## src/emb_consts.svh

```systemverilog
// constants for the external memory bus interface: register indices,
// bit positions, reset values and small timing counts.
// assumes inclusion by bare name from design files only.
`ifndef EMB_CONSTS_SVH
`define EMB_CONSTS_SVH

// register file indices of the two option registers
`define EMB_OPT1_IDX      8'hF5
`define EMB_OPT2_IDX      8'hF6

// option register one bit positions
`define EMB_O1_FIXED1     0
`define EMB_O1_FLOAT      1
`define EMB_O1_TOGGLE     2
`define EMB_O1_SEPBUS     3
`define EMB_O1_STROBE2    5
`define EMB_O1_STYLE      6

// option register two bit positions
`define EMB_O2_DSTR_LO    0
`define EMB_O2_PSTR_LO    2
`define EMB_O2_WAITSEL    4
`define EMB_O2_SWAP       5
`define EMB_O2_SEGSAVE    6

// reset values
`define EMB_OPT1_RST      8'h01
`define EMB_OPT2_RST      8'h0F
`define EMB_WAIT_RST      3'h7
`define EMB_STR_RST       2'h3
`define EMB_O2_MASK       8'h7F

// top segment bit picks the program or the data figures
`define EMB_SEG_TOP       5

// cycles spent after the data strobe before the read byte leaves the synchroniser
`define EMB_SYNC_LAT      3'h2
`define EMB_ZERO_CNT      3'h0

`endif

```

## src/emb_pkg.sv

```systemverilog
// types shared by the external memory bus interface files.
// assumes nothing beyond a SystemVerilog compiler.
package emb_pkg;

    // one memory cycle as issued by the core
    typedef struct packed {
        logic        write;
        logic        internal;
        logic [5:0]  seg;
        logic [15:0] addr;
        logic [7:0]  wdata;
    } emb_req_t;

    // option settings frozen at the start of each memory cycle
    typedef struct packed {
        logic        style;
        logic        sepbus;
        logic        toggle;
        logic        float_all;
        logic        waitsel;
        logic [1:0]  pstr;
        logic [1:0]  dstr;
        logic [2:0]  pwait;
        logic [2:0]  dwait;
        logic        protect;
    } emb_cfg_t;

    typedef enum logic [1:0] {
        ST_IDLE = 2'b00,
        ST_ADDR = 2'b01,
        ST_DATA = 2'b10,
        ST_CAP  = 2'b11
    } emb_state_t;

endpackage : emb_pkg

```

## src/emb_bus.sv

```systemverilog
// external memory bus interface: option registers, request buffer and
// the pin sequencer for address, segment, data and strobe lines.
// assumes the core register file port and the request port run on clk;
// byte lane reads arrive from the pins and are synchronised.
`timescale 1ns/1ps
`include "emb_consts.svh"

// Contract
// - standard style: read/write line high on reads, low on writes
// - read/write line set at cycle start, held until next cycle
// - read/write line floats on bus acknowledge or core float request
// - strobe style 1: data strobe acts normally on reads, stays high on writes
// - strobe style 1: read/write high on reads, strobe timing on writes
// - toggle off or protection on: strobe, read/write and data pins move only on external accesses
// - toggle on, protection off: pins move on internal too, except data strobe and, in style 1, read/write
// - separate bus 0 multiplexes address low byte; 1 floats during address
// - bus float bit floats strobe, read/write, data, address and segment pins
// - address bus always driven; only the float bit releases it
// - segment bus always driven; only the float bit releases it
// - option one bit 0 reads 1; option two bit 7 reads 0
// - segment save bit resets to 0 and alters interrupt entry
// - page swap bit exchanges page and port registers; clears at reset
// - wait insert adds program or data wait count chosen by segment top bit
// - program stretch lengthens address strobe 0..3 cycles, segments 0..1Fh
// - data stretch lengthens address strobe, segments 20h..3Fh
// - wait counts add 0..7 cycles each and reset to seven
// - address phase then data phase; strobe low only on external accesses
// - data strobe stays high for whole internal cycle
// - segment save set: interrupt entry pushes and return restores segment
module emb_bus #(
    parameter int FIFO_DEPTH = 8
) (
    input  wire logic            clk,
    input  wire logic            sys_rst,
    // register file port
    input  wire logic            reg_wr_en,
    input  wire logic            reg_rd_en,
    input  wire logic [7:0]      reg_idx,
    input  wire logic [7:0]      reg_wdata,
    output logic      [7:0]      reg_rdata,
    // wait counts and status from the core
    input  wire logic [2:0]      program_wait_count,
    input  wire logic [2:0]      data_wait_count,
    input  wire logic            core_float_request,
    input  wire logic            bus_ack,
    input  wire logic            mem_protect_en,
    // memory cycle requests
    input  wire logic            req_valid,
    output logic                 req_ready,
    input  wire emb_pkg::emb_req_t req_data,
    output logic                 rsp_valid,
    output logic      [7:0]      rsp_data,
    // option levels to the core
    output logic                 segment_save_on_irq,
    output logic                 page_reg_swap,
    // pins
    output logic      [15:0]     addr_bus_o,
    output logic                 addr_bus_oe_n,
    output logic      [5:0]      segment_bus_high_o,
    output logic                 segment_bus_high_oe_n,
    input  wire logic [7:0]      byte_lane_i,
    output logic      [7:0]      byte_lane_o,
    output logic                 byte_lane_oe_n,
    output logic                 address_strobe_line,
    output logic                 data_strobe_line_o,
    output logic                 data_strobe_line_oe_n,
    output logic                 read_not_write_line_o,
    output logic                 read_not_write_line_oe_n
);
    import emb_pkg::*;

    // picks the program or the data figure by the segment top bit
    function automatic logic [2:0] pick3(input logic seg_top, input logic [2:0] prog, input logic [2:0] dat);
        pick3 = seg_top ? dat : prog;
    endfunction : pick3

    // option registers, stored bits only
    logic [7:0]  opt1_reg;
    logic [7:0]  opt2_reg;
    logic [7:0]  reg_rdata_reg;

    emb_state_t  state_reg;
    emb_state_t  state_next;
    emb_req_t    cur_reg;
    emb_cfg_t    cfg_reg;

    logic [15:0] addr_reg;
    logic [5:0]  seg_reg;
    logic [7:0]  dat_reg;
    logic        dat_drive_reg;
    logic        asn_reg;
    logic        dsn_reg;
    logic        rwn_reg;
    logic        rsp_valid_reg;
    logic [7:0]  rsp_data_reg;
    logic [7:0]  lane_sync1_reg;
    logic [7:0]  lane_sync2_reg;

    // ---------------- register file ----------------
    wire hit1   = (reg_idx == `EMB_OPT1_IDX);
    wire hit2   = (reg_idx == `EMB_OPT2_IDX);
    wire wr1    = reg_wr_en && hit1;
    wire wr2    = reg_wr_en && hit2;

    // reserved bits 7 and 4 of option one are not stored and read as 0
    wire [7:0] opt1_mask  = (8'h01 << `EMB_O1_STYLE) | (8'h01 << `EMB_O1_STROBE2)
                          | (8'h01 << `EMB_O1_SEPBUS) | (8'h01 << `EMB_O1_TOGGLE)
                          | (8'h01 << `EMB_O1_FLOAT);
    wire [7:0] opt2_mask  = `EMB_O2_MASK;
    wire [7:0] opt1_view  = (opt1_reg & opt1_mask) | (8'h01 << `EMB_O1_FIXED1);
    wire [7:0] opt2_view  = opt2_reg & opt2_mask;
    wire [7:0] rd_sel     = hit1 ? opt1_view : (hit2 ? opt2_view : 8'h00);

    always_ff @(posedge clk)
    begin
        if (sys_rst)
        begin
            opt1_reg <= `EMB_OPT1_RST;
            opt2_reg <= `EMB_OPT2_RST;
        end
        else
        begin
            if (wr1)
                opt1_reg <= reg_wdata & opt1_mask;
            if (wr2)
                opt2_reg <= reg_wdata & opt2_mask;
        end
    end

    always_ff @(posedge clk)
    begin
        if (sys_rst)
            reg_rdata_reg <= 8'h00;
        else if (reg_rd_en)
            reg_rdata_reg <= rd_sel;
    end

    assign reg_rdata           = reg_rdata_reg;
    assign segment_save_on_irq = opt2_reg[`EMB_O2_SEGSAVE];
    assign page_reg_swap       = opt2_reg[`EMB_O2_SWAP];

    // ---------------- request buffer ----------------
    logic     fifo_valid;
    emb_req_t fifo_data;
    wire      take = (state_reg == ST_IDLE) && fifo_valid;

    emb_fifo #(
        .WIDTH ($bits(emb_req_t)),
        .DEPTH (FIFO_DEPTH)
    ) u_fifo (
        .clk       (clk),
        .sys_rst   (sys_rst),
        .in_valid  (req_valid),
        .in_ready  (req_ready),
        .in_data   (req_data),
        .out_valid (fifo_valid),
        .out_ready (take),
        .out_data  (fifo_data)
    );

    // options frozen when a cycle starts; a write mid-cycle waits for the next one
    emb_cfg_t cfg_live;
    assign cfg_live.style     = opt1_reg[`EMB_O1_STYLE];
    assign cfg_live.sepbus    = opt1_reg[`EMB_O1_SEPBUS];
    assign cfg_live.toggle    = opt1_reg[`EMB_O1_TOGGLE];
    assign cfg_live.float_all = opt1_reg[`EMB_O1_FLOAT];
    assign cfg_live.waitsel   = opt2_reg[`EMB_O2_WAITSEL];
    assign cfg_live.pstr      = opt2_reg[`EMB_O2_PSTR_LO +: 2];
    assign cfg_live.dstr      = opt2_reg[`EMB_O2_DSTR_LO +: 2];
    assign cfg_live.pwait     = program_wait_count;
    assign cfg_live.dwait     = data_wait_count;
    assign cfg_live.protect   = mem_protect_en;

    // ---------------- phase timing ----------------
    wire       seg_top_new = fifo_data.seg[`EMB_SEG_TOP];
    wire [2:0] stretch_new = pick3(seg_top_new, {1'b0, cfg_live.pstr}, {1'b0, cfg_live.dstr});
    wire [2:0] wait_sel    = pick3(cur_reg.seg[`EMB_SEG_TOP], cfg_reg.pwait, cfg_reg.dwait);
    wire [2:0] wait_cnt    = cfg_reg.waitsel ? wait_sel : `EMB_ZERO_CNT;

    wire ext      = !cur_reg.internal;
    wire active   = ext || (cfg_reg.toggle && !cfg_reg.protect);
    wire in_addr  = (state_reg == ST_ADDR);
    wire in_data  = (state_reg == ST_DATA);
    wire cnt_done;

    wire       leave_data = in_data && cnt_done;
    wire       ext_read   = ext && !cur_reg.write;
    wire       cnt_load   = take || (in_addr && cnt_done) || (leave_data && ext_read);
    wire [2:0] cnt_val    = take ? stretch_new : (in_addr ? wait_cnt : `EMB_SYNC_LAT);

    emb_cnt #(
        .WIDTH (3)
    ) u_cnt (
        .clk      (clk),
        .sys_rst  (sys_rst),
        .load     (cnt_load),
        .load_val (cnt_val),
        .done     (cnt_done)
    );

    always_comb
    begin
        state_next = state_reg;
        case (state_reg)
            ST_IDLE:
                if (fifo_valid)
                    state_next = ST_ADDR;
            ST_ADDR:
                if (cnt_done)
                    state_next = ST_DATA;
            ST_DATA:
                if (cnt_done)
                    state_next = ext_read ? ST_CAP : ST_IDLE;
            ST_CAP:
                if (cnt_done)
                    state_next = ST_IDLE;
            default:
                state_next = ST_IDLE;
        endcase
    end

    always_ff @(posedge clk)
    begin
        if (sys_rst)
            state_reg <= ST_IDLE;
        else
            state_reg <= state_next;
    end

    always_ff @(posedge clk)
    begin
        if (sys_rst)
        begin
            cur_reg <= '0;
            cfg_reg <= {1'b0, 1'b0, 1'b0, 1'b0, 1'b0, `EMB_STR_RST, `EMB_STR_RST, `EMB_WAIT_RST, `EMB_WAIT_RST, 1'b0};
        end
        else if (take)
        begin
            cur_reg <= fifo_data;
            cfg_reg <= cfg_live;
        end
    end

    // ---------------- pin decode ----------------
    // strobe low only in the data phase of an external access; style 1 keeps it high on writes
    wire dsn_low   = ext && in_data && (!cfg_reg.style || !cur_reg.write);
    wire dsn_next  = !dsn_low;
    wire asn_next  = !(active && in_addr);

    // standard style: level set once per cycle and held; style 1: write enable
    wire rwn_std   = (active && in_addr) ? !cur_reg.write : rwn_reg;
    wire rwn_we    = !(ext && cur_reg.write && in_data);
    wire rwn_next  = cfg_reg.style ? rwn_we : rwn_std;

    // data lanes: address low byte in the address phase unless separate bus
    wire dat_addr  = active && in_addr;
    wire dat_wr    = active && in_data && cur_reg.write;
    wire dat_rd    = active && in_data && !cur_reg.write;
    wire [7:0] dat_next = dat_addr ? cur_reg.addr[7:0] : (dat_wr ? cur_reg.wdata : dat_reg);
    wire dat_drive_next = dat_addr ? !cfg_reg.sepbus
                        : (dat_wr ? 1'b1 : (dat_rd ? 1'b0 : dat_drive_reg));

    // address and segment buses follow every cycle start regardless of toggle
    wire addr_load = in_addr && (state_next == ST_DATA || !cnt_done);

    always_ff @(posedge clk)
    begin
        if (sys_rst)
        begin
            addr_reg      <= 16'h0000;
            seg_reg       <= 6'h00;
            dat_reg       <= 8'h00;
            dat_drive_reg <= 1'b0;
            asn_reg       <= 1'b1;
            dsn_reg       <= 1'b1;
            rwn_reg       <= 1'b1;
        end
        else
        begin
            if (addr_load)
            begin
                addr_reg <= cur_reg.addr;
                seg_reg  <= cur_reg.seg;
            end
            dat_reg       <= dat_next;
            dat_drive_reg <= dat_drive_next;
            asn_reg       <= asn_next;
            dsn_reg       <= dsn_next;
            rwn_reg       <= rwn_next;
        end
    end

    // float controls act on the registered pins; the core float request
    // releases only the strobe and read/write lines; bus acknowledge also releases the data lanes
    wire strobe_float = cfg_reg.float_all || core_float_request || bus_ack;

    assign addr_bus_o               = addr_reg;
    assign addr_bus_oe_n            = cfg_reg.float_all;
    assign segment_bus_high_o       = seg_reg;
    assign segment_bus_high_oe_n    = cfg_reg.float_all;
    assign byte_lane_o              = dat_reg;
    assign byte_lane_oe_n           = !dat_drive_reg || cfg_reg.float_all || bus_ack;
    assign address_strobe_line      = asn_reg;
    assign data_strobe_line_o       = dsn_reg;
    assign data_strobe_line_oe_n    = strobe_float;
    assign read_not_write_line_o    = rwn_reg;
    assign read_not_write_line_oe_n = strobe_float;

    // ---------------- read capture ----------------
    // lanes are pin inputs; two flops before use, so the answer trails the strobe
    always_ff @(posedge clk)
    begin
        if (sys_rst)
        begin
            lane_sync1_reg <= 8'h00;
            lane_sync2_reg <= 8'h00;
        end
        else
        begin
            lane_sync1_reg <= byte_lane_i;
            lane_sync2_reg <= lane_sync1_reg;
        end
    end

    wire cap_done = (state_reg == ST_CAP) && cnt_done;

    always_ff @(posedge clk)
    begin
        if (sys_rst)
        begin
            rsp_valid_reg <= 1'b0;
            rsp_data_reg  <= 8'h00;
        end
        else
        begin
            rsp_valid_reg <= cap_done;
            if (cap_done)
                rsp_data_reg <= lane_sync2_reg;
        end
    end

    assign rsp_valid = rsp_valid_reg;
    assign rsp_data  = rsp_data_reg;
endmodule : emb_bus

```

## src/emb_fifo.sv

```systemverilog
// request buffer between the core and the bus sequencer.
// assumes a single clock; the output word is held in a register.
`timescale 1ns/1ps
module emb_fifo #(
    parameter int WIDTH = 32,
    parameter int DEPTH = 8
) (
    input  wire logic             clk,
    input  wire logic             sys_rst,
    input  wire logic             in_valid,
    output logic                  in_ready,
    input  wire logic [WIDTH-1:0] in_data,
    output logic                  out_valid,
    input  wire logic             out_ready,
    output logic      [WIDTH-1:0] out_data
);
    localparam int AW = (DEPTH > 1) ? $clog2(DEPTH) : 1;

    initial
    begin
        if (DEPTH < 2 || (1 << AW) != DEPTH || WIDTH < 1)
            $error("emb_fifo: depth must be a power of two of at least 2");
    end

    logic [WIDTH-1:0] mem_reg [DEPTH];
    logic [AW:0]      wr_ptr_reg;
    logic [AW:0]      rd_ptr_reg;
    logic             out_valid_reg;
    logic [WIDTH-1:0] out_data_reg;

    wire mem_empty = (wr_ptr_reg == rd_ptr_reg);
    wire mem_full  = (wr_ptr_reg[AW] != rd_ptr_reg[AW]) && (wr_ptr_reg[AW-1:0] == rd_ptr_reg[AW-1:0]);
    wire push      = in_valid && !mem_full;
    wire load_out  = !mem_empty && (!out_valid_reg || out_ready);

    assign in_ready  = !mem_full;
    assign out_valid = out_valid_reg;
    assign out_data  = out_data_reg;

    always_ff @(posedge clk)
    begin
        if (push)
            mem_reg[wr_ptr_reg[AW-1:0]] <= in_data;
    end

    always_ff @(posedge clk)
    begin
        if (sys_rst)
        begin
            wr_ptr_reg    <= '0;
            rd_ptr_reg    <= '0;
            out_valid_reg <= 1'b0;
            out_data_reg  <= '0;
        end
        else
        begin
            if (push)
                wr_ptr_reg <= wr_ptr_reg + 1'b1;
            if (load_out)
            begin
                rd_ptr_reg    <= rd_ptr_reg + 1'b1;
                out_data_reg  <= mem_reg[rd_ptr_reg[AW-1:0]];
                out_valid_reg <= 1'b1;
            end
            else if (out_ready)
                out_valid_reg <= 1'b0;
        end
    end
endmodule : emb_fifo

```

## src/emb_cnt.sv

```systemverilog
// loadable down counter that times phase lengths of a memory cycle.
// assumes load and the count value come from logic on the same clock.
`timescale 1ns/1ps
module emb_cnt #(
    parameter int WIDTH = 3
) (
    input  wire logic             clk,
    input  wire logic             sys_rst,
    input  wire logic             load,
    input  wire logic [WIDTH-1:0] load_val,
    output logic                  done
);
    initial
    begin
        if (WIDTH < 2)
            $error("emb_cnt: width must be at least 2");
    end

    logic [WIDTH-1:0] cnt_reg;

    assign done = (cnt_reg == '0);

    always_ff @(posedge clk)
    begin
        if (sys_rst)
            cnt_reg <= '0;
        else if (load)
            cnt_reg <= load_val;
        else if (!done)
            cnt_reg <= cnt_reg - 1'b1;
    end
endmodule : emb_cnt

```

## config.mk

```make
export PLATFORM = sky130hd
export DESIGN_NAME = emb_bus
export DESIGN_NICKNAME = d
export VERILOG_FILES = /design/src/emb_pkg.sv /design/src/emb_bus.sv /design/src/emb_fifo.sv /design/src/emb_cnt.sv
export VERILOG_INCLUDE_DIRS = /design/src
export SDC_FILE = /design/constraint.sdc
export NUM_CORES = 1
export LEC_CHECK = 0
export ABC_AREA = 1
export ABC_CLOCK_PERIOD_IN_PS = 6500
export BUFFER_PORTS_ARGS = -buffer_cell sky130_fd_sc_hd__buf_2
export CAP_MARGIN = 0
export CELL_PAD_IN_SITES_DETAIL_PLACEMENT = 2
export CELL_PAD_IN_SITES_GLOBAL_PLACEMENT = 2
export CORE_UTILIZATION = 41
export CTS_BUF_LIST = sky130_fd_sc_hd__clkbuf_16
export CTS_CLUSTER_DIAMETER = 200
export DETAILED_ROUTE_END_ITERATION = 10
export PLACE_DENSITY_LB_ADDON = 0.1
export REMOVE_ABC_BUFFERS = 1
export SYNTH_ARGS = -nofsm -noshare
export SYNTH_HDL_FRONTEND = slang
export SYNTH_SLANG_ARGS = --single-unit
export TNS_END_PERCENT = 10
```

## constraint.sdc

```tcl
create_clock -name clk -period 6.5 [get_ports clk]
set_input_delay 1.3 -clock clk [delete_from_list [all_inputs] [get_ports clk]]
set_output_delay 1.3 -clock clk [all_outputs]
set_load 0.05 [all_outputs]
```

## Word-level counts from Yosys, hierarchy flattened

Memories as Yosys holds them, arrays and structs flattened. A register that Yosys moved wholly into a read port is not among the register bits.
Cells that the tools add are included.

- Muxes and demuxes: 26
- Equal/unequal tests: 10
- Add/subtract/negate cells: 3
- Reduce and logical (&&, ||, !) cells: 50

Operators by type and width:

| kind | count |
|---|---|
| $logic_and A1 B1 Y1 | 21 |
| $mux W3 | 6 |
| $eq A8 B8 Y1 const B | 2 |
| $mux W8 | 2 |
| $mux W7 | 2 |
| $logic_not A1 Y1 | 13 |
| $mux W2 | 6 |
| $logic_or A1 B1 Y1 | 10 |
| $mux W1 | 9 |
| $add A4 B1 Y4 const B | 2 |
| $pmux W2 S4 | 1 |
| $eq A2 B2 Y1 const B | 3 |
| $reduce_bool A2 Y1 | 3 |
| $eq A4 B4 Y1 | 1 |
| $eq A3 B3 Y1 | 1 |
| $logic_not A3 Y1 | 1 |
| $reduce_bool A3 Y1 | 1 |
| $sub A3 B1 Y3 const B | 1 |
| $eq A2 B1 Y1 const B | 1 |
| $logic_not A2 Y1 | 1 |
| $ne A2 B1 Y1 const B | 1 |
| $ne A1 B1 Y1 | 1 |

- Memories: 1
- RAM bits: 256
- Flip-flop bits (word level): 138

Memories:

| memory | words | bits a word | read ports | clocked after memory_dff | write ports | RTL line | source |
|---|---|---|---|---|---|---|---|
| u_fifo.mem_reg | 8 | 32 | 1 | 1 | 1 | emb_fifo.sv:25 | `logic [WIDTH-1:0] mem_reg [DEPTH];` |

## Longest topological paths before layout

Gate-level depths: netlist (run 1).

- Depth in word-level cells: 8
- Gate-level depth with buffers: 13
- Depth with buffers taken out: 10

## By module

A second synthesis (run 1) with hierarchy kept.

- Cells, all modules: 2014
- Area total of the unflattened synthesis: 17765.8 µm²

Modules (own cells, without submodules):

| module | cells an instance | sequential area each (µm²) | times used | area an instance (µm²) |
|---|---|---|---|---|
| emb_fifo | 1367 | 8508.2 | 1 | 12871.1 |
| emb_bus | 619 | 2482.4 | 1 | 4695.8 |
| emb_cnt | 28 | 60.1 | 1 | 198.9 |

## Least setup slack after synthesis (run 1)

No wires, ideal clock.

- Path type: register to register
- Start point: register u_fifo.rd_ptr_reg[0]
- End point: memory u_fifo.mem_reg[0][0], enable pin
- Slack: 3.043 ns
- Data required time: 6.079 ns
- Path buffers: 2
- Clock period less this slack: 3.457 ns
- Cell stages (with the launch flop): 12
- Library setup time: 0.421 ns
- Data arrival time: 3.036 ns
- Path through: dfxtp_1 > buf_4 > inv_2 > buf_6 > nand2_1 > nand2_1 > inv_1 > nand4_1 > nand2_1 > inv_1 > nand2_1 > nor2_1

- Word-level cells in the longest chain between the ends: 6

Ends and longest elaborated chain:

| element | RTL line | source |
|---|---|---|
| start: declaration | emb_fifo.sv:27 | `logic [AW:0] rd_ptr_reg;` |
| start signal: assignment | emb_fifo.sv:61 | `rd_ptr_reg <= rd_ptr_reg + 1'b1;` |
| $eq A3 B3 Y1 | emb_fifo.sv:32 | `wire mem_full = (wr_ptr_reg[AW] != rd_ptr_reg[AW]) && (wr_ptr_reg[AW-1:0] == rd_ptr_reg[AW-1:0]);` |
| $logic_and A1 B1 Y1 | emb_fifo.sv:32 |  |
| $logic_not A1 Y1 | - |  |
| net req_ready | emb_bus.sv:49 | `output logic req_ready,` |
| $logic_and A1 B1 Y1 | emb_fifo.sv:33 | `wire push = in_valid && !mem_full;` |
| $mux W1 | emb_fifo.sv:42 | `if (push)` |
| $mux W1 (implied by the code) | emb_fifo.sv:43 | `mem_reg[wr_ptr_reg[AW-1:0]] <= in_data;` |
| end: declaration | emb_fifo.sv:25 |  |

The timed path passes the listed nets, and every way through them passes these cells.

## Worst setup path after layout (run 1)

- Start point: register u_fifo.rd_ptr_reg[0]
- End point: output port req_ready

- Word-level cells in the longest chain between the ends: 3

Ends and longest elaborated chain:

| element | RTL line | source |
|---|---|---|
| $eq A3 B3 Y1 | emb_fifo.sv:32 |  |
| $logic_and A1 B1 Y1 | emb_fifo.sv:32 |  |
| $logic_not A1 Y1 | emb_fifo.sv:36 | `assign in_ready = !mem_full;` |
| end: declaration | emb_bus.sv:49 |  |

Every way passes these cells.

==> impl_summary.txt, run 1 <==
----------------------------------------------------
[Run status]
  Result of the run ... complete, no violations

[Clock network]
  Post-CTS Resized ... 0
  Number of buffers on the longest clock path ... 3
  H-Tree Level Count ... 2
  Clk Tree Root Cell ... clkbuf_16
  Number of sinks driven by the clock tree ... roughly 420
  Number of post-CTS setup repair buffers ... 0
  Number of hold buffers added after cts ... 0
  CTS tree ... done
  Number of clock buffers inserted by TritonCTS ... between 40 and 50
  Post-CTS clock slew at the launch and capture registers of the worst setup and hold paths ... around 0.06 ns
  Clock latency at the later pin of the worst-skew pair ... about 0.60 ns

[Timing]
  Fin crit share ... 0.613
  Summed negative setup slack over all endpoints ... 0 ns
  Max-slew violation count ... 0
  RSZ-0062 raised after global routing ... no
  Final min period ... 3.98 ns
  Number of failing setup endpoints in the final timing report ... 0
  Worst slew margin ... 0.235
  F_max ... 0.251 GHz
  Slew of the pin with the lowest slew margin ... between 1 and 1.5 ns
  Count of final hold-check violations ... 0
  Clock Skews ... between 0.03 and 0.04 ns
  Tightest hold margin ... 0.405 ns

[Detailed routing]
  Residual DRC count ... 0
  Via count ... approximately 13k
  Wire length per cell after detailed routing ... ~21 um
  Overall routed net length ... a little over 50,000 um
  Post-route antenna net violation count ... 0
  Detailed router's first-iteration violation count ... 600
  Via-to-Cell Ratio ... roughly 5.2
  Initial DRT Pass Iterations ... 4

[Placement]
  Post-DP HPWL ... between 20,000 and 30,000 um
  Total of buffers placed on input and output ports ... 125
  Final weighted congestion in routability-driven placement ... about 0.74

[Yosys]
  Commonest register cell after synthesis ... edfxtp_1
  Register area share after synthesis ... 0.658
  Number of enable flip-flop cells after synthesis ... around 260
  Count of warnings emitted by yosys ... 0
  Top post-synthesis cells by count ... nor2_1, nand2_1, edfxtp_1
  Share of flip-flops with an asynchronous set or reset ... 0
  Yosys reg bits ... approximately 420
  Unique masters post-synth ... 31
  Cell with the most instances after synthesis ... nor2_1
  Area share of the largest cell type after synthesis ... 0.458
  Netlist area before placement ... ~17,000 um^2
  Count of mapped cells out of synthesis ... 1,780
  Mean instance size in the synthesized netlist ... approximately 9.4 um^2
  Largest area contributor in the synthesized netlist ... edfxtp_1
  Dominant cells by area after synthesis ... edfxtp_1, dfxtp_1, nor2_1

[Power and ir drop]
  Switching Fraction ... 0.376
  Static Leakage ... 8.00 nW
  Peak ir drop on the vdd network ... 0.237 mV
  Cell-internal power ... around 5.3 mW
  Flop pwr share ... 0.406
  Combinational share of power ... 0.293
  Clock group share of total power ... 0.300
  Final Power ... 8.47 mW
  Power density of the placed cells ... 439 nW/um^2
  Net switching power ... 3.19 mW

[Global routing]
  Global-route wire length before repair ... 80,000 um
  Total track usage ... 0.250
  Via count of the first global-routing pass ... around 14k
  Initial antenna violation count ... 1
  Largest net degree at the start of global routing ... 91
  Overflow after GRT ... 0

[Die]
  Starting utilization of the core area ... 0.419
  Area inside the core boundary ... roughly 40,000 um^2
  DIE HEIGHT ... about 200 um
  Number of standard-cell rows in the floorplan ... between 70 and 80
  Overall die area ... 41,800 um^2
  Width of the die ... 204 um
  Count of boundary I/O pins ... between 100 and 150

[Flow run]
  # Max-Cap Violations ... 0

[Cells and area]
  Flip-flop count of the largest register, all copies and words added ... roughly 260
  Net count reported at finish ... around 2k
  Layout-stage area growth over the synthesis result ... 15.0%
  Number of fill cells ... 4,216
  Fraction of layout instances using a drive strength above 1 ... 0.131

[Critical path]
  Worst endpoint required time ... between 5 and 6 ns
  Setup CP Type ... reg -> out
  Endpoint kind of the worst setup timing path ... primary output
  Worst Reg2Reg Path Length in Cells ... 10
  Biggest fanout along the worst timing path ... 54
  Worst EP arrival ... about 2.7 ns
  Kind of start point of the critical path ... register

[Min path]
  Path category of the worst min-delay check ... reg -> reg
  Hold Path Stages ... 2

----------------------------------------------------
==> cell families after synthesis <==
family,synth area share
other,0.000223
DFF,0.658
adders and majority gates,0.00298
xor gates and xnor gates,0.00261
AOI/OAI and AO/OA,0.0768
and+or+nand+nor,0.209
buffers and inverters,0.0496
==> cell type report <==
type | instances | area [um^2] | share of cell area
diodes | 1 | 2.50 | 0.000130
clock buffers | 49 | 1230 | 0.0635
clock inverters | 39 | 229 | 0.0119
inverters | 105 | 398 | 0.0206
multi-input cells | 1156 | 4970 | 0.257
flip-flops and latches | 424 | 11100 | 0.573
well taps | 525 | 657 | 0.0340
repair buffers | 144 | 768 | 0.0398
==> worst paths after layout <==
path	from	endpoint	slack, ns
worst max register to register	u_fifo.rd_ptr_reg[0]	u_fifo.mem_reg[2][28]	2.57
worst min-delay path	lane_sync1_reg[6]	lane_sync2_reg[6]	0.40
worst max-delay path	u_fifo.rd_ptr_reg[0]	req_ready	2.52
worst min register to register	lane_sync1_reg[6]	lane_sync2_reg[6]	0.40
==> power by group through the flow <==
stage | sequential (mW) | clock (mW) | combinational [mW]
final | 3.44 | 2.54 | 2.48
after global routing | 3.48 | 2.70 | 2.77
after floorplan | 3.76 | 0 | 1.29
after global placement | 3.48 | 0 | 2.33
after CTS | 3.45 | 2.59 | 2.52
after detailed placement | 3.50 | 0 | 2.46
==> layout by cell type, fill, tap and decap left out <==
cell          n
nor2_1      444
nand2_1     363
edfxtp_1    256
o21ai_0     183
dfxtp_1     166
buf_2       125
inv_1       115
a21oi_1      50
clkbuf_16    49
nand3_1      36
or2_2        23
buf_4        19
or2_1        10
a31oi_1      10
clkinv_1      9
clkinv_2      8
nor2_4        8
inv_2         6
o211ai_1      6
xor2_1        5
nand4_1       4
ha_1          4
nand2_2       2
nor2_2        2
bufinv_16     2
diode_2       1
inv_4         1
a21oi_2       1
nor3_1        1
nand3_2       1
o21a_1        1
nand3b_1      1
conb_1        1
clkinv_8      1
inv_6         1
clkinvlp_4    1
dfxtp_4       1
dfxtp_2       1
==> critical path: stages, from the launching register on <==
cell and delay, ns:
dfxtp_4 0.71, inv_2 0.51, nand2_1 0.16, nand2_1 0.10, inv_1 0.06, nand4_1 0.21
buf_2 0.30
==> stage by stage <==
step                      instances  worst slack [ns]   util  area (um^2)
after global placement         2354              2.59  0.445        17800
final                          2443              2.52  0.481        19300
after detailed placement       2354              2.50  0.445        17800
after CTS                      2442              2.47  0.481        19300
after floorplan                1685             0.570      -        16300
after global routing           2443              2.28  0.481        19300
==> per-layer routing <==
metal  GRT usage  vias to the layer above  share of wire
met5           0                        -              0
met4      0.0752                        0          0.024
met1       0.307                     6512           0.43
met2       0.452                      232           0.52
met3      0.0359                       86          0.033
li1            -                     5980              -
Note: power is estimated with default switching activity, not from simulation.
==> run 2, diff against run 1 <==
ABC_CLOCK_PERIOD_IN_PS = 3500   (was 6500)
CORE_UTILIZATION = 34   (was 41)
clock period = 3.5 ns   (was 6.5 ns; I/O delays follow)
==> run 2 against run 1 <==
Die area increased by 20%. Power grew 91%. Non-clock buffer count grew 15. Critical path type unchanged. Register-to-register slack lost 1.8 ns. Final area up 2.7%. Utilization down 7.6 points.
==> impl_summary.txt, run 2 (synthesis gave the netlist of run 1 again) <==
----------------------------------------------------
[Timing]
  Number of failing setup endpoints in the final timing report ... 0
  Max-slew violation count ... 0
  Slew of the pin with the lowest slew margin ... ~1.0 ns
  Tightest hold margin ... between 0.3 and 0.4 ns
  Fin worst setup slack ... 0.599 ns
  RSZ-0062 raised after global routing ... no
  Fin crit share ... 0.829
  Worst slew margin ... 0.331
  Count of final hold-check violations ... 0
  Final min period ... 2.90 ns
  F_max ... 0.345 GHz
  Clock Skews ... between 0.02 and 0.025 ns

[Clock network]
  Number of clock buffers inserted by TritonCTS ... 49
  CTS tree ... done
  Post-CTS Resized ... 0
  Number of hold buffers added after cts ... 0
  Number of sinks driven by the clock tree ... about 420
  Clock latency at the later pin of the worst-skew pair ... around 0.61 ns
  Number of buffers on the longest clock path ... 3
  Post-CTS clock slew at the launch and capture registers of the worst setup and hold paths ... roughly 0.06 ns
  Number of post-CTS setup repair buffers ... 0
  Clk Tree Root Cell ... clkbuf_16
  H-Tree Level Count ... 2

[Detailed routing]
  Via-to-Cell Ratio ... a little under 5
  Via count ... about 13k
  Wire length per cell after detailed routing ... 19.7 um
  Post-route antenna net violation count ... 0
  Overall routed net length ... approximately 50,000 um
  Residual DRC count ... 0
  Detailed router's first-iteration violation count ... ~620
  Initial DRT Pass Iterations ... 4

[Global routing]
  Global-route wire length before repair ... roughly 80,000 um
  Total track usage ... 0.208
  Overflow after GRT ... 0
  Via count of the first global-routing pass ... ~14k
  Initial antenna violation count ... 3
  Largest net degree at the start of global routing ... 130

[Placement]
  Final weighted congestion in routability-driven placement ... roughly 0.75
  Setup Slack @ Placement ... 0.822 ns
  Placed Cells incl. Taps ... between 2k and 3k
  Total of buffers placed on input and output ports ... between 100 and 150
  Post-DP Area ... roughly 18,000 um^2
  Post-DP HPWL ... about 30,000 um

[Power and ir drop]
  Peak ir drop on the vdd network ... around 0.44 mV
  Power density of the placed cells ... between 800 and 900 nW/um^2
  Final Power ... 16.2 mW
  Static Leakage ... a little over 8 nW

[Min path]
  Hold path start ... program_wait_count[2]
  Path category of the worst min-delay check ... in -> reg
  Hold Crit Endpoint ... cfg_reg[6]
  Hold Path Stages ... 3

[Die]
  Area inside the core boundary ... 48,800 um^2
  Number of standard-cell rows in the floorplan ... 81
  DIE HEIGHT ... roughly 220 um
  Starting utilization of the core area ... 0.344
  Overall die area ... 50,300 um^2
  Width of the die ... 224 um
  Count of boundary I/O pins ... about 130

[Critical path]
  Worst EP arrival ... roughly 2.2 ns
  Register-to-register setup slack ... ~0.78 ns
  Setup CP Type ... reg -> out
  Worst Reg2Reg Path Length in Cells ... 9
  Reg-to-reg endpoint ... u_fifo.mem_reg[4][24]
  Cell repeated most along the worst path ... nand2_1
  Biggest fanout along the worst timing path ... 11
  Endpoint kind of the worst setup timing path ... primary output
  Peak per-stage delay on the critical path ... around 0.74 ns
  Cell at the slowest stage of the critical path ... dfxtp_1
  Kind of start point of the critical path ... register
  Worst Setup SP ... u_fifo.rd_ptr_reg[1]
  R2R Path Start ... u_fifo.rd_ptr_reg[1]
  Worst endpoint required time ... 2.80 ns
  Worst-path cell chain ... nand2_1 -> nand2_1 -> nand4_1 -> buf_2

[Cells and area]
  Flip-flop count of the largest register, all copies and words added ... between 200 and 300
  Leading cell type in the layout, fill and taps excluded ... nor2_1
  Leading cell types in the layout, fill and taps excluded ... nor2_1, nand2_1, edfxtp_1
  Fraction of layout instances using a drive strength above 1 ... 0.139
  Final cell count without fillers ... between 2k and 3k
  Design Area, Final ... 19,800 um^2
  Net count reported at finish ... between 1.5k and 2k
  Layout-stage area growth over the synthesis result ... 18.1%

[Run status]
  Result of the run ... complete, no violations

[Flow run]
  # Max-Cap Violations ... 0

----------------------------------------------------
-- run 2: stage by stage --
step | setup TNS, ns | util
3_5_place_dp | 0 | 0.373
3_3_place_gp | 0 | 0.373
5_1_grt | 0 | 0.406
6_report | 0 | 0.406
4_1_cts | 0 | 0.406
2_1_floorplan | -675.21 | -
-- run 2: layout make-up --
type                            count  area [um^2]
Multi-Input combinational cell   1156         4970
Fill cell                        5327        29000
Inverter                          105          397
Timing Repair Buffer              159          956
Antenna cell                        2         5.00
Clock inverter                     42          360
Clock buffer                       50         1250
Tap cell                          664          831
Sequential cell                   424        11100
-- run 2: worst max-delay path: cells and delay by family (launching register included) --
family	cells	cell delay, ns
DFF	1	0.74
and+or+nand+nor	3	0.53
buffers and inverters	1	0.32
-- run 2: worst max-delay path by stage --
stage | end | slack (ns) | cells after the start
final | req_ready | 0.60 | 4
after CTS | req_ready | 0.53 | 4
after floorplan | u_fifo.mem_reg[0][0] | -2.43 | 9
after global placement | u_fifo.mem_reg[6][27] | 0.84 | 9
after global routing | req_ready | 0.42 | 4
after detailed placement | u_fifo.mem_reg[4][4] | 0.82 | 9
-- run 2: report_power, final --
group          switching, mW  internal [mW]
logic                   3.40           1.24
registers              0.411           5.97
clock network           2.13           3.03
-- run 2: metal layers --
layer,vias to the layer above,part of all wire,global-route usage
met2,196,0.51,0.382
met4,2,0.021,0.0549
li1,6033,-,-
met1,6388,0.43,0.250
met5,-,0.00016,0
met3,68,0.038,0.0363
==> run 3, diff against run 2 <==
ABC_AREA = 0   (was 1)
ABC_CLOCK_PERIOD_IN_PS = 2900   (was 3500)
CORE_UTILIZATION = 43   (was 34)
clock period = 2.9 ns   (was 3.5 ns; I/O delays follow)
==> run 3 against run 2 <==
Clock power grew 7.4%. Critical path depth stayed put. Clock-buffer cell count down 2. Cell count decreased by 34%. Power is 0.39% lower. First-iteration DRC count shrank 32%. Combinational power is 25% lower. Utilization up 10 points. Clock skew decreased by 0.0059 ns. Die area shrank 25%. Largest power group unchanged.
==> impl_summary.txt, run 3 <==
----------------------------------------------------
[Run status]
  Result of the run ... complete, no violations

[Yosys]
  Commonest register cell after synthesis ... edfxtp_1
  Mean instance size in the synthesized netlist ... between 10 and 15 um^2
  Top post-synthesis cells by count ... edfxtp_1, dfxtp_1, nand2_1
  Cell with the most instances after synthesis ... edfxtp_1
  Share of flip-flops with an asynchronous set or reset ... 0
  Area share of the largest cell type after synthesis ... 0.481
  Unique masters post-synth ... between 50 and 60
  Dominant cells by area after synthesis ... edfxtp_1, dfxtp_1, mux4_2
  Largest area contributor in the synthesized netlist ... edfxtp_1
  Yosys reg bits ... about 420
  Number of enable flip-flop cells after synthesis ... approximately 260
  Register area share after synthesis ... 0.692
  Netlist area before placement ... around 16,000 um^2
  Count of warnings emitted by yosys ... 0
  Count of mapped cells out of synthesis ... ~1.1k

[Timing]
  F_max ... between 0.3 and 0.4 GHz
  Slew of the pin with the lowest slew margin ... 1.01 ns
  Max-slew violation count ... 0
  Number of failing setup endpoints in the final timing report ... 0
  Final min period ... ~2.6 ns
  Fin crit share ... 0.898
  RSZ-0062 raised after global routing ... no
  Count of final hold-check violations ... 0
  Worst slew margin ... 0.322
  Clock Skews ... 0.0177 ns

[Clock network]
  Clk Tree Root Cell ... clkbuf_16
  Post-CTS Resized ... 0
  H-Tree Level Count ... 2
  CTS tree ... done
  Number of buffers on the longest clock path ... 3
  Number of post-CTS setup repair buffers ... 0
  Number of sinks driven by the clock tree ... 424
  Post-CTS clock slew at the launch and capture registers of the worst setup and hold paths ... about 0.060 ns
  Number of clock buffers inserted by TritonCTS ... 45
  Number of hold buffers added after cts ... 0
  Clock latency at the later pin of the worst-skew pair ... around 0.56 ns

[Die]
  Overall die area ... between 30,000 and 40,000 um^2
  Starting utilization of the core area ... 0.436
  Width of the die ... just under 200 um
  Area inside the core boundary ... ~37,000 um^2
  DIE HEIGHT ... around 190 um
  Number of standard-cell rows in the floorplan ... 70
  Count of boundary I/O pins ... 128

[Global routing]
  Overflow after GRT ... 0
  Initial antenna violation count ... 3
  Via count of the first global-routing pass ... between 10k and 15k
  Largest net degree at the start of global routing ... 68
  Global-route wire length before repair ... about 64,000 um
  Total track usage ... 0.224

[Detailed routing]
  Residual DRC count ... 0
  Routed met2 length ... roughly 21,000 um
  Initial DRT Pass Iterations ... 4
  Via-to-Cell Ratio ... between 5 and 6
  Via count ... 9,352
  Wire length per cell after detailed routing ... between 20 and 25 um
  Detailed router's first-iteration violation count ... 423
  Post-route antenna net violation count ... 0
  Topmost layer with routed signal wires ... met5
  Met3 layer wire length in the routed design ... roughly 1900 um
  Wire length on met1 ... between 15,000 and 20,000 um
  Overall routed net length ... between 40,000 and 50,000 um

[Critical path]
  Setup CP Type ... reg -> out
  Peak per-stage delay on the critical path ... about 0.54 ns
  Worst EP arrival ... 2.02 ns
  Worst endpoint required time ... around 2.3 ns
  Endpoint kind of the worst setup timing path ... primary output
  Kind of start point of the critical path ... register
  Worst-path cell chain ... xor2_1 -> nor3_1 -> nand2_1 -> buf_2
  Cell at the slowest stage of the critical path ... dfxtp_1
  Biggest fanout along the worst timing path ... 8

[Cells and area]
  Fraction of layout instances using a drive strength above 1 ... 0.258
  Layout-stage area growth over the synthesis result ... 16.9%
  Leading cell types in the layout, fill and taps excluded ... edfxtp_1, dfxtp_1, nand2_1
  Net count reported at finish ... between 1k and 1.5k
  Flip-flop count of the largest register, all copies and words added ... 256
  Antenna Cells ... 0
  Leading cell type in the layout, fill and taps excluded ... edfxtp_1
  Post-layout utilization of the core ... 0.510

[Power and ir drop]
  Cell-internal power ... around 12 mW
  Net switching power ... between 4 and 5 mW
  Switching Fraction ... 0.286
  Flop pwr share ... 0.441
  Peak ir drop on the vdd network ... around 0.44 mV
  Final Power ... 16.1 mW
  Static Leakage ... between 6 and 7 nW
  Clock group share of total power ... 0.344
  Power density of the placed cells ... about 860 nW/um^2
  Combinational share of power ... 0.215

[Flow run]
  # Max-Cap Violations ... 0

[Placement]
  Total of buffers placed on input and output ports ... 125
  Final weighted congestion in routability-driven placement ... approximately 0.7
  Post-DP HPWL ... 25,100 um

[Min path]
  Path category of the worst min-delay check ... in -> reg

----------------------------------------------------
-- run 3: cell count changes after synthesis, sizes merged, moves of 12 or more --
cell and change:
a21oi +40, a22o +38, clkbuf -22, inv -93, mux2 +36, mux2i +12
mux4 +64, nand2 -209, nand2b +14, nand3 -19, nor2 -423, nor2b +24
o21ai -176, or2 -32
-- run 3: per-layer routing --
layer	GRT usage	up-vias
met5	0	-
met4	0.0566	4
met3	0.0357	62
met2	0.396	203
met1	0.287	4821
li1	-	4262
-- run 3: layout make-up --
cell class | count | area (um^2)
clock buffers | 48 | 1200
clock inverters | 35 | 230
fillers | 3414 | 17900
inverters | 11 | 41.3
multi-input cells | 563 | 4560
flip-flops and latches | 424 | 11100
well taps | 468 | 586
repair buffers | 160 | 1000
-- run 3: path summary, 6_finish.rpt --
path | from | endpoint | slack, ns | cells after the start
worst max-delay path | u_fifo.wr_ptr_reg[0] | req_ready | 0.30 | 4
worst min-delay path | byte_lane_i[2] | lane_sync1_reg[2] | 0.24 | 2
worst max register to register | u_fifo.wr_ptr_reg[0] | u_fifo.mem_reg[0][29] | 0.47 | 5
worst min register to register | lane_sync2_reg[4] | rsp_data[4] | 0.43 | 2
-- run 3: power groups by stage --
stage          combinational, mW  sequential, mW  clock (mW)
2_1_floorplan               2.01            7.43           0
3_3_place_gp                3.39            7.21           0
3_5_place_dp                3.51            7.24           0
4_1_cts                     3.55            7.12        5.70
5_1_grt                     3.76            7.16        5.88
6_report                    3.46            7.12        5.55
-- run 3: cell families (layout without fill, tap and decap cells) --
logic type,count (synthesis),count (layout),synth area share
XOR/XNOR,7,7,0.00431
AND/OR/NAND/NOR,273,273,0.0780
adder cells (fa/ha/maj),4,4,0.00313
flip-flops,424,424,0.692
AO/OA/AOI/OAI,166,166,0.0681
buffers and inverters,81,254,0.0271
multiplexers,112,112,0.127
other,1,1,0.000235
-- run 3: worst max-delay path, delay by kind of cell (launching register included) --
kind                      cells  cell delay, ns
xor gates and xnor gates      1            0.39
buffers and inverters         1            0.27
DFF                           1            0.54
and+or+nand+nor               2            0.26
-- run 3: metrics by stage --
| stage | cells | setup TNS, ns | hold WS [ns] | setup WS [ns] | instance area, um^2 |
|---|---|---|---|---|---|
| global placement | 1626 | 0 | 0.418 | 0.606 | 17200 |
| detailed placement | 1626 | 0 | 0.429 | 0.455 | 17200 |
| floorplan | 998 | -670.74 | 0.411 | -3.02 | 15600 |
| finish | 1709 | 0 | 0.235 | 0.295 | 18700 |
| global route | 1709 | 0 | 0.239 | 0.161 | 18700 |
| CTS | 1709 | 0 | 0.214 | 0.244 | 18700 |
